## config.mk

```make
export PLATFORM = sky130hd
export DESIGN_NAME = cspc_top
export DESIGN_NICKNAME = d
export VERILOG_FILES = /design/src/verilog/cspc_pkg.sv /design/src/verilog/cspc_top.sv
export SDC_FILE = /design/constraint.sdc
export NUM_CORES = 1
export LEC_CHECK = 0
export BUFFER_PORTS_ARGS = -buffer_cell sky130_fd_sc_hd__buf_4
export CAP_MARGIN = 20
export CORE_ASPECT_RATIO = 0.6
export CORE_UTILIZATION = 46
export CTS_CLUSTER_SIZE = 40
export DETAILED_ROUTE_END_ITERATION = 12
export GPL_TIMING_DRIVEN = 1
export PLACE_DENSITY = 0.77
export REMOVE_ABC_BUFFERS = 1
export SLEW_MARGIN = 5
export SYNTH_ARGS = -nofsm -noshare
export SYNTH_HDL_FRONTEND = slang
export SYNTH_HIERARCHICAL = 1
export SYNTH_SLANG_ARGS = --single-unit
export TNS_END_PERCENT = 20
```

## constraint.sdc

```tcl
create_clock -name clk_sys_in -period 1.8 [get_ports clk_sys_in]
set_input_delay 0.27 -clock clk_sys_in [delete_from_list [all_inputs] [get_ports clk_sys_in]]
set_output_delay 0.27 -clock clk_sys_in [all_outputs]
set_load 0.05 [all_outputs]
```

## src/verilog/cspc_pkg.sv

```systemverilog
// shared constants, types and register map of the card socket power and clock controller
//
// How it works
// policy clear: stop request needs 8 idle card clocks plus host stop request.
// policy set: stop request after 8 idle card clocks, host request ignored.
// card supply field: 000 off, 010 5.0V, 011 3.3V, 100/101 extra, others reserved.
// program supply field: 000 off, 001 12V, 010 5V, 011 3.3V, 100/101 extra.
// supply requests the inserted card cannot accept are ignored.
// reserved bits of both registers read zero; writes to them do nothing.
// card accessed flag, bit 25, set on access, reset zero, cleared by read.
// clock changed flag, bit 24, reads 1 while card clock stopped or slowed.
// clock control enable, bit 16, resets 0; 0 disables idle clock control.
// select bit 0: 0 stops idle clock, 1 slows it by factor 16.
// idle clock counter restarts on any card bus activity.
package cspc_pkg;

  // ----------------------------------------------------------------
  // register map
  // ----------------------------------------------------------------
  localparam logic [7:0] CSPC_OFS_CTRL = 8'h10;
  localparam logic [7:0] CSPC_OFS_PM = 8'h20;
  localparam logic [7:0] CSPC_OFS_IRQ_STAT = 8'h30;
  localparam logic [7:0] CSPC_OFS_IRQ_MASK = 8'h34;

  localparam int CSPC_BIT_STOP_POLICY = 7;
  localparam int CSPC_POS_CARD_SUPPLY = 4;
  localparam int CSPC_POS_PROG_SUPPLY = 0;
  localparam int CSPC_BIT_ACCESSED = 25;
  localparam int CSPC_BIT_CHANGED = 24;
  localparam int CSPC_BIT_CTL_ENABLE = 16;
  localparam int CSPC_BIT_SELECT = 0;

  // interrupt status bits
  localparam int CSPC_IRQ_ACCESS = 0;
  localparam int CSPC_IRQ_CLOCK = 1;
  localparam int CSPC_IRQ_REFUSED = 2;
  localparam logic [2:0] CSPC_IRQ_RESET = 3'h0;

  // ----------------------------------------------------------------
  // supply codes
  // ----------------------------------------------------------------
  localparam logic [2:0] CSPC_SUP_OFF = 3'h0;
  localparam logic [2:0] CSPC_SUP_12V0 = 3'h1;
  localparam logic [2:0] CSPC_SUP_5V0 = 3'h2;
  localparam logic [2:0] CSPC_SUP_3V3 = 3'h3;
  localparam logic [2:0] CSPC_SUP_XV = 3'h4;
  localparam logic [2:0] CSPC_SUP_YV = 3'h5;

  // ----------------------------------------------------------------
  // timing
  // ----------------------------------------------------------------
  localparam logic [3:0] CSPC_IDLE_CLOCKS = 4'h8;
  localparam logic [4:0] CSPC_DIV_NORMAL = 5'h01;
  localparam logic [4:0] CSPC_DIV_SLOW = 5'h10;

  typedef enum logic [1:0] {
    CSPC_CR_RUN = 2'b00,
    CSPC_CR_STOP = 2'b01,
    CSPC_CR_SLOW = 2'b10
  } cspc_cr_state_t;

  typedef struct packed {
    logic stop_policy;
    logic [2:0] card_supply;
    logic [2:0] prog_supply;
  } cspc_ctrl_t;

  typedef struct packed {
    logic present;
    logic v12;
    logic v5;
    logic v3;
    logic vx;
    logic vy;
  } cspc_caps_t;

  localparam cspc_ctrl_t CSPC_CTRL_RESET = '{1'b0, 3'h0, 3'h0};

endpackage

```

## src/verilog/cspc_top.sv

```systemverilog
// card socket supply request and idle clock control logic
//
// The implementer's own choice: the address-and-strobe port.
`timescale 1ns/10ps

// ------------------------------------------------------------------
// two-stage synchroniser
// ------------------------------------------------------------------
module cspc_sync #(
  parameter int W = 1
) (
  input wire logic clk_in,
  input wire logic rst_in,
  input wire logic en_in,
  input wire logic [W-1:0] d_in,
  output logic [W-1:0] q_out
);
  logic [W-1:0] meta_q;

  always_ff @(posedge clk_in or posedge rst_in) begin
    if (rst_in) begin
      meta_q <= '0;
      q_out <= '0;
    end else if (en_in) begin
      meta_q <= d_in;
      q_out <= meta_q;
    end
  end
endmodule

// ------------------------------------------------------------------
// top
// ------------------------------------------------------------------
module cspc_top (
  // clock and reset
  input wire logic clk_sys_in,
  input wire logic sys_rst_in,
  input wire logic clk_en_in,
  // register port
  input wire logic [7:0] reg_addr_in,
  input wire logic [31:0] reg_wdata_in,
  input wire logic reg_wr_in,
  input wire logic reg_rd_in,
  output logic [31:0] reg_rdata_out,
  // card side pins
  input wire logic card_clk_in,
  input wire logic card_bus_active_in,
  input wire cspc_pkg::cspc_caps_t card_caps_in,
  // host clock-run request to stop its clock
  input wire logic host_stop_req_in,
  // socket supply and clock control
  output logic [2:0] card_supply_out,
  output logic [2:0] prog_supply_out,
  output logic card_clk_stop_req_out,
  output logic card_clk_slow_req_out,
  output logic [4:0] card_clk_divisor_out,
  // interrupt
  output logic irq_out
);
  import cspc_pkg::*;

  // ----------------------------------------------------------------
  // input synchronisers
  // ----------------------------------------------------------------
  logic card_clk_s;
  logic active_s;
  logic host_stop_s;
  cspc_caps_t caps_s;

  cspc_sync #(.W(9)) u_sync (
    .clk_in(clk_sys_in),
    .rst_in(sys_rst_in),
    .en_in(clk_en_in),
    .d_in({card_clk_in, card_bus_active_in, host_stop_req_in, card_caps_in}),
    .q_out({card_clk_s, active_s, host_stop_s, caps_s})
  );

  // ----------------------------------------------------------------
  // state
  // ----------------------------------------------------------------
  cspc_ctrl_t ctrl_q, ctrl_d;
  logic ctl_enable_q, ctl_enable_d;
  logic select_q, select_d;
  logic accessed_q, accessed_d;
  logic [2:0] irq_stat_q, irq_stat_d;
  logic [2:0] irq_mask_q, irq_mask_d;
  logic irq_q, irq_d;
  logic [31:0] rdata_q, rdata_d;
  logic card_clk_prev_q;
  logic active_prev_q;
  logic [3:0] idle_cnt_q, idle_cnt_d;
  cspc_cr_state_t cr_q, cr_d;
  logic stop_q, stop_d;
  logic slow_q, slow_d;
  logic [4:0] divisor_q, divisor_d;

  logic card_edge;
  logic idle_done;
  logic idle_wanted;
  logic wr_ctrl;
  logic rd_pm;
  logic card_ok;
  logic prog_ok;
  logic access_evt;
  logic clock_evt;
  logic refuse_evt;
  cspc_ctrl_t wctrl;

  // ----------------------------------------------------------------
  // supply acceptance
  // ----------------------------------------------------------------
  function automatic logic card_code_ok(input logic [2:0] c, input cspc_caps_t k);
    case (c)
      CSPC_SUP_OFF: card_code_ok = 1'b1;
      CSPC_SUP_5V0: card_code_ok = k.present & k.v5;
      CSPC_SUP_3V3: card_code_ok = k.present & k.v3;
      CSPC_SUP_XV: card_code_ok = k.present & k.vx;
      CSPC_SUP_YV: card_code_ok = k.present & k.vy;
      default: card_code_ok = 1'b0;
    endcase
  endfunction

  function automatic logic prog_code_ok(input logic [2:0] c, input cspc_caps_t k);
    case (c)
      CSPC_SUP_OFF: prog_code_ok = 1'b1;
      CSPC_SUP_12V0: prog_code_ok = k.present & k.v12;
      CSPC_SUP_5V0: prog_code_ok = k.present & k.v5;
      CSPC_SUP_3V3: prog_code_ok = k.present & k.v3;
      CSPC_SUP_XV: prog_code_ok = k.present & k.vx;
      CSPC_SUP_YV: prog_code_ok = k.present & k.vy;
      default: prog_code_ok = 1'b0;
    endcase
  endfunction

  // ----------------------------------------------------------------
  // register next state
  // ----------------------------------------------------------------
  always_comb begin
    wr_ctrl = reg_wr_in && (reg_addr_in == CSPC_OFS_CTRL);
    rd_pm = reg_rd_in && (reg_addr_in == CSPC_OFS_PM);
    wctrl.stop_policy = reg_wdata_in[CSPC_BIT_STOP_POLICY];
    wctrl.card_supply = reg_wdata_in[CSPC_POS_CARD_SUPPLY +: 3];
    wctrl.prog_supply = reg_wdata_in[CSPC_POS_PROG_SUPPLY +: 3];
    card_ok = card_code_ok(wctrl.card_supply, caps_s);
    prog_ok = prog_code_ok(wctrl.prog_supply, caps_s);
    refuse_evt = wr_ctrl && !(card_ok && prog_ok);
    access_evt = active_s && !active_prev_q;
    clock_evt = (stop_d && !stop_q) || (slow_d && !slow_q);

    ctrl_d = ctrl_q;
    if (wr_ctrl) begin
      ctrl_d.stop_policy = wctrl.stop_policy;
      // each supply field is taken only if the card can accept it
      if (card_ok) begin
        ctrl_d.card_supply = wctrl.card_supply;
      end
      if (prog_ok) begin
        ctrl_d.prog_supply = wctrl.prog_supply;
      end
    end
    // a removed card loses both supplies at once
    if (!caps_s.present) begin
      ctrl_d.card_supply = CSPC_SUP_OFF;
      ctrl_d.prog_supply = CSPC_SUP_OFF;
    end

    ctl_enable_d = ctl_enable_q;
    select_d = select_q;
    if (reg_wr_in && (reg_addr_in == CSPC_OFS_PM)) begin
      ctl_enable_d = reg_wdata_in[CSPC_BIT_CTL_ENABLE];
      select_d = reg_wdata_in[CSPC_BIT_SELECT];
    end

    // set wins over the clear by read
    accessed_d = access_evt ? 1'b1 : (rd_pm ? 1'b0 : accessed_q);

    irq_mask_d = irq_mask_q;
    irq_stat_d = irq_stat_q;
    if (reg_wr_in && (reg_addr_in == CSPC_OFS_IRQ_MASK)) begin
      irq_mask_d = reg_wdata_in[2:0];
    end
    if (reg_wr_in && (reg_addr_in == CSPC_OFS_IRQ_STAT)) begin
      irq_stat_d = irq_stat_q & ~reg_wdata_in[2:0];
    end
    irq_stat_d = irq_stat_d | {refuse_evt, clock_evt, access_evt};
    irq_d = |(irq_stat_d & irq_mask_d);

    rdata_d = 32'h0000_0000;
    if (reg_rd_in) begin
      case (reg_addr_in)
        CSPC_OFS_CTRL: begin
          rdata_d[CSPC_BIT_STOP_POLICY] = ctrl_q.stop_policy;
          rdata_d[CSPC_POS_CARD_SUPPLY +: 3] = ctrl_q.card_supply;
          rdata_d[CSPC_POS_PROG_SUPPLY +: 3] = ctrl_q.prog_supply;
        end
        CSPC_OFS_PM: begin
          rdata_d[CSPC_BIT_ACCESSED] = accessed_q;
          rdata_d[CSPC_BIT_CHANGED] = stop_q | slow_q;
          rdata_d[CSPC_BIT_CTL_ENABLE] = ctl_enable_q;
          rdata_d[CSPC_BIT_SELECT] = select_q;
        end
        CSPC_OFS_IRQ_STAT: begin
          rdata_d[2:0] = irq_stat_q;
        end
        CSPC_OFS_IRQ_MASK: begin
          rdata_d[2:0] = irq_mask_q;
        end
        default: begin
          rdata_d = 32'h0000_0000;
        end
      endcase
    end
  end

  // ----------------------------------------------------------------
  // idle counting and clock-run state machine
  // ----------------------------------------------------------------
  always_comb begin
    card_edge = card_clk_s && !card_clk_prev_q;
    idle_cnt_d = idle_cnt_q;
    if (active_s) begin
      idle_cnt_d = 4'h0;
    end else if (card_edge && (idle_cnt_q < CSPC_IDLE_CLOCKS)) begin
      idle_cnt_d = idle_cnt_q + 4'h1;
    end
    idle_done = (idle_cnt_q == CSPC_IDLE_CLOCKS) && !active_s;
    // policy set ignores the host request, clear needs it as well
    idle_wanted = idle_done && (ctrl_q.stop_policy || host_stop_s);

    cr_d = cr_q;
    case (cr_q)
      CSPC_CR_RUN: begin
        if (ctl_enable_q && idle_wanted) begin
          cr_d = select_q ? CSPC_CR_SLOW : CSPC_CR_STOP;
        end
      end
      CSPC_CR_STOP, CSPC_CR_SLOW: begin
        if (active_s || !ctl_enable_q || !idle_wanted) begin
          cr_d = CSPC_CR_RUN;
        end
      end
      default: begin
        cr_d = CSPC_CR_RUN;
      end
    endcase
    stop_d = (cr_d == CSPC_CR_STOP);
    slow_d = (cr_d == CSPC_CR_SLOW);
    divisor_d = slow_d ? CSPC_DIV_SLOW : CSPC_DIV_NORMAL;
  end

  // ----------------------------------------------------------------
  // registers
  // ----------------------------------------------------------------
  always_ff @(posedge clk_sys_in or posedge sys_rst_in) begin
    if (sys_rst_in) begin
      ctrl_q <= CSPC_CTRL_RESET;
      ctl_enable_q <= 1'b0;
      select_q <= 1'b0;
      accessed_q <= 1'b0;
      irq_stat_q <= CSPC_IRQ_RESET;
      irq_mask_q <= CSPC_IRQ_RESET;
      irq_q <= 1'b0;
      rdata_q <= 32'h0000_0000;
      card_clk_prev_q <= 1'b0;
      active_prev_q <= 1'b0;
      idle_cnt_q <= 4'h0;
      cr_q <= CSPC_CR_RUN;
      stop_q <= 1'b0;
      slow_q <= 1'b0;
      divisor_q <= CSPC_DIV_NORMAL;
    end else if (clk_en_in) begin
      ctrl_q <= ctrl_d;
      ctl_enable_q <= ctl_enable_d;
      select_q <= select_d;
      accessed_q <= accessed_d;
      irq_stat_q <= irq_stat_d;
      irq_mask_q <= irq_mask_d;
      irq_q <= irq_d;
      rdata_q <= rdata_d;
      card_clk_prev_q <= card_clk_s;
      active_prev_q <= active_s;
      idle_cnt_q <= idle_cnt_d;
      cr_q <= cr_d;
      stop_q <= stop_d;
      slow_q <= slow_d;
      divisor_q <= divisor_d;
    end
  end

  assign reg_rdata_out = rdata_q;
  assign card_supply_out = ctrl_q.card_supply;
  assign prog_supply_out = ctrl_q.prog_supply;
  assign card_clk_stop_req_out = stop_q;
  assign card_clk_slow_req_out = slow_q;
  assign card_clk_divisor_out = divisor_q;
  assign irq_out = irq_q;
endmodule
```

==> results by group <==
Yosys
  • Netlist Area Pre-Place: 2992 um2
  • Synth Area per Inst: 11.00 um2
  • Xor/xnor share of the synthesized area: 0.5855%
  • Post-synth top area share: 46.01%
  • Synth top area cells: dfrtp_1 46%, buf_4 8.0%, mux2_2 7.2%
  • Synth Instances: 272
  • Post-synth EDFFs: 0
  • Synth Warn #: 6
  • Adder-Cell Fraction of Synth Area: 1.673%
  • Leading area contributor after synthesis: dfrtp_1
  • Post-synth ARST share: 100.0%
  • Seq/Total Area, Yosys: 46.88%
  • Yosys reg bits: 56
  • Compound-cell area share of the yosys netlist: 14.97%
  • Top_reg_cell synth: dfrtp_1
  • Synth Area in Simple Gates: 10.71%
  • Distinct cell type count after synthesis: 57
  • Post-synthesis mux area share: 12.84%
  • Main combinational cell family by area after synthesis: compound AO/OA/AOI/OAI gates

Route
  • DRC Markers: 0
  • Final ANT Viol Nets: 0
  • TritonRoute pass-1 iters: 4
  • Vias: 2265
  • M1 WL: 3.092 mm
  • Metal2 WL: 3.121 mm
  • Wire per inst: 14.93 um
  • Avg Vias per Cell: 5.207
  • Top layer in use: met4
  • DRT iter0 DRCs: 136
  • Met3 wire len: 267 um
  • Routed WL: 6.496 mm

Floorplanning
  • Starting Density: 48.30%
  • Core Box Area: 6193 um2
  • Row count: 22
  • # IOs: 100
  • Chip Height: 64.47 um
  • Die area: 6840 um2
  • Die X: 106.1 um

Global route
  • First-pass GRT wire length: 10.61 mm
  • GRT Total Usage: 19.84%
  • Number of global-route vias before repair: 2221
  • Total gr overflow: 0
  • Largest net degree at the start of global routing: 39
  • Initial antenna violation count: 0

Critical path
  • Worst path cell trace: inv_2, ha_4, nand4bb_1, or2_4, a31o_4, o41ai_4, nor2_4, o221ai_2
  • WP data arrival: 2.14 ns
  • R2R Setup Slk: -0.12 ns
  • Worst path max stage delay: 0.41 ns
  • Startpoint types: flop
  • Crit Path Class: reg -> reg
  • CP max-delay cell: dfrtp_1
  • Worst Setup End Kind: flop
  • CP required: 2.02 ns
  • Crit Path Max Fanout: 4

Flow run
  • Maxcap violations: 0

Layout
  • Nets: 408
  • Share of cells above drive strength 1: 41.03%
  • P&R area growth vs syn: 25.35%
  • Antenna Cells: 0
  • Non-filler cells, final: 435

Timing
  • Final period util: 106.5%
  • Slew HR: 53.32%
  • Fmax: 521.4 MHz
  • Pin slew with the least headroom to its limit: 0.6995 ns
  • Final Critical Period: 1.918 ns
  • Final worst slack: -0.1178 ns
  • Final Max Tran Viols: 0
  • Clock skew: 0.004874 ns
  • Final hold violations: 0
  • Final Setup Violations: 9
  • RSZ-0062 raised after global routing: yes

Status
  • Status: finished, violations left
  • Failing checks: setup timing

Pwr
  • Power per standard cell area: 815.4 nW/um2
  • Maximum vdd drop: 0.4346 mV
  • P_leak: 1.817 nW
  • Total chip power: 3.058 mW

Clock tree
  • Total CTS buffers: 5
  • Post-CTS Hold Buffers: 0
  • Worst-Skew Late Latency: 0.30 ns
  • # clock sinks: 56
  • H-Tree Depth: 2
  • CTS tree: done
  • Clock buffer depth: 2
  • Clk pin slew, worst setup/hold paths: 0.09 ns
  • Clk root buf: clkbuf_8

Placement
  • HPWL Detailed: 4.651 mm
  • Placer Congestion: 0.8272
  • Port buffer count: 50
  • Cells after DPL: 421

Hold path
  • Hold crit path type: in -> async
-- worst paths after layout --
check	endpoint	start	cells after the start
hold reg to reg	accessed_q	active_prev_q	1
setup reg to reg	irq_out	idle_cnt_q[1]	8
min in group clk_sys_in	ctrl_q[6]	reg_wdata_in[7]	3
max in group asynchronous	u_sync/q_out[3]	sys_rst_in	2
setup / recovery	irq_out	idle_cnt_q[1]	8
hold / removal	idle_cnt_q[1]	sys_rst_in	3
-- area by class of cell --
type | instances | area, um2
Sequential cell | 56 | 1403
Fill cell | 508 | 2444
Clock buffer | 8 | 90.09
Multi-Input combinational cell | 181 | 1428
Inverter | 19 | 71.32
Timing Repair Buffer | 87 | 653.1
Tap cell | 84 | 105.1
-- where the power goes --
part / switching [mW] / internal (mW) / leakage [nW]
Clock: 0.383 / 0.315 / 0.0455
Sequential: 0.0835 / 1.37 / 0.710
Combinational: 0.495 / 0.410 / 1.06
-- flip-flops by register name, summed over array words and instances, names as in the netlist --
name                   flops
accessed_q                 1
card_clk_prev_q            1
u_sync/meta_q              9
ctl_enable_q               1
active_prev_q              1
idle_cnt_q                 4
card_clk_divisor_out       1
card_clk_slow_req_out      1
card_supply_out            3
prog_supply_out            3
irq_mask_q                 3
cr_q                       2
irq_out                    1
irq_stat_q                 3
card_clk_stop_req_out      1
u_sync/q_out               9
select_q                   1
ctrl_q                     1
reg_rdata_out             10
-- logic make-up (layout without fill, tap and decap cells) --
kind of cell / after synthesis / count (layout)
buffers and inverters: 59 / 114
adder cells (fa/ha/maj): 4 / 4
other: 1 / 25
flip-flops: 56 / 56
AO/OA/AOI/OAI: 63 / 63
XOR/XNOR: 2 / 2
AND/OR/NAND/NOR: 56 / 56
multiplexers: 31 / 31
-- placed cells by master (no fill, tap or decap), types with 3 or more instances in the layout --
cell type  netlist  routed
dfrtp_1         55      55
and3_1           3       3
clkbuf_8         0       6
nor3_1           7       4
a22o_1          13      13
inv_1           19      17
ha_1             4       3
mux2_2          19      19
conb_1           1      25
o22ai_1          4       4
buf_4           32      87
nor2_1          10       8
mux2_4          10      10
nand3_1          4       4
nand2_1         14      14
a21oi_1          7       7
o21ai_0         16      15
-- critical path, delay by kind of cell (launching register included) --
family | cells | cell delay [ns]
AOI/OAI and AO/OA | 3 | 0.72
adders and majority gates | 1 | 0.13
buffers and inverters | 1 | 0.09
DFF | 1 | 0.41
and+or+nand+nor | 3 | 0.50
-- stage by stage --
| step | TNS [ns] | setup slack (ns) | area (um2) | hold slack (ns) | utilization, % |
|---|---|---|---|---|---|
| 6_report | -0.3996 | -0.1178 | 3750 | 0.07543 | 60.55 |
| 5_1_grt | -1.350 | -0.1985 | 3750 | 0.1391 | 60.55 |
| 4_1_cts | -0.3129 | -0.09059 | 3662 | 0.09400 | 59.13 |
| 3_5_place_dp | -6.655 | -0.4492 | 3501 | 0.4286 | 56.53 |
| 3_3_place_gp | -5.382 | -0.3218 | 3501 | 0.4223 | 56.53 |
| 2_1_floorplan | -2.489 | -0.3384 | 2788 | 0.2086 | - |
-- cell usage after synthesis (all sizes together) (2+ instances only) --
library cell / count
nand2: 14
or2: 2
o21ai: 16
and3: 3
a21o: 2
nand3: 4
ha: 4
o221ai: 2
clkbuf: 5
nand3b: 3
dfrtp: 55
nor2: 10
a21oi: 7
mux2: 29
a311oi: 2
o2bb2ai: 2
inv: 19
buf: 35
a22oi: 2
o22ai: 4
nor3: 7
and3b: 2
a22o: 13
mux2i: 2
nor4b: 2
nand4: 2
-- repair_timing --
| action | in CTS | in global routing |
|---|---|---|
| endpoints found under the setup margin | 11 | 21 |
| resized for setup | 11 | 13 |
| pin swaps | 6 | 7 |
| buffers inserted | 4 | 2 |
-- routing by layer --
metal  global-route usage, %  vias to the layer above
li1                        -                     1076
met1                   27.72                     1133
met2                   31.90                       54
met3                   4.326                        2
met4                   4.167                        0
met5                       0                        -
Note: power is estimated with default switching activity, not from simulation.
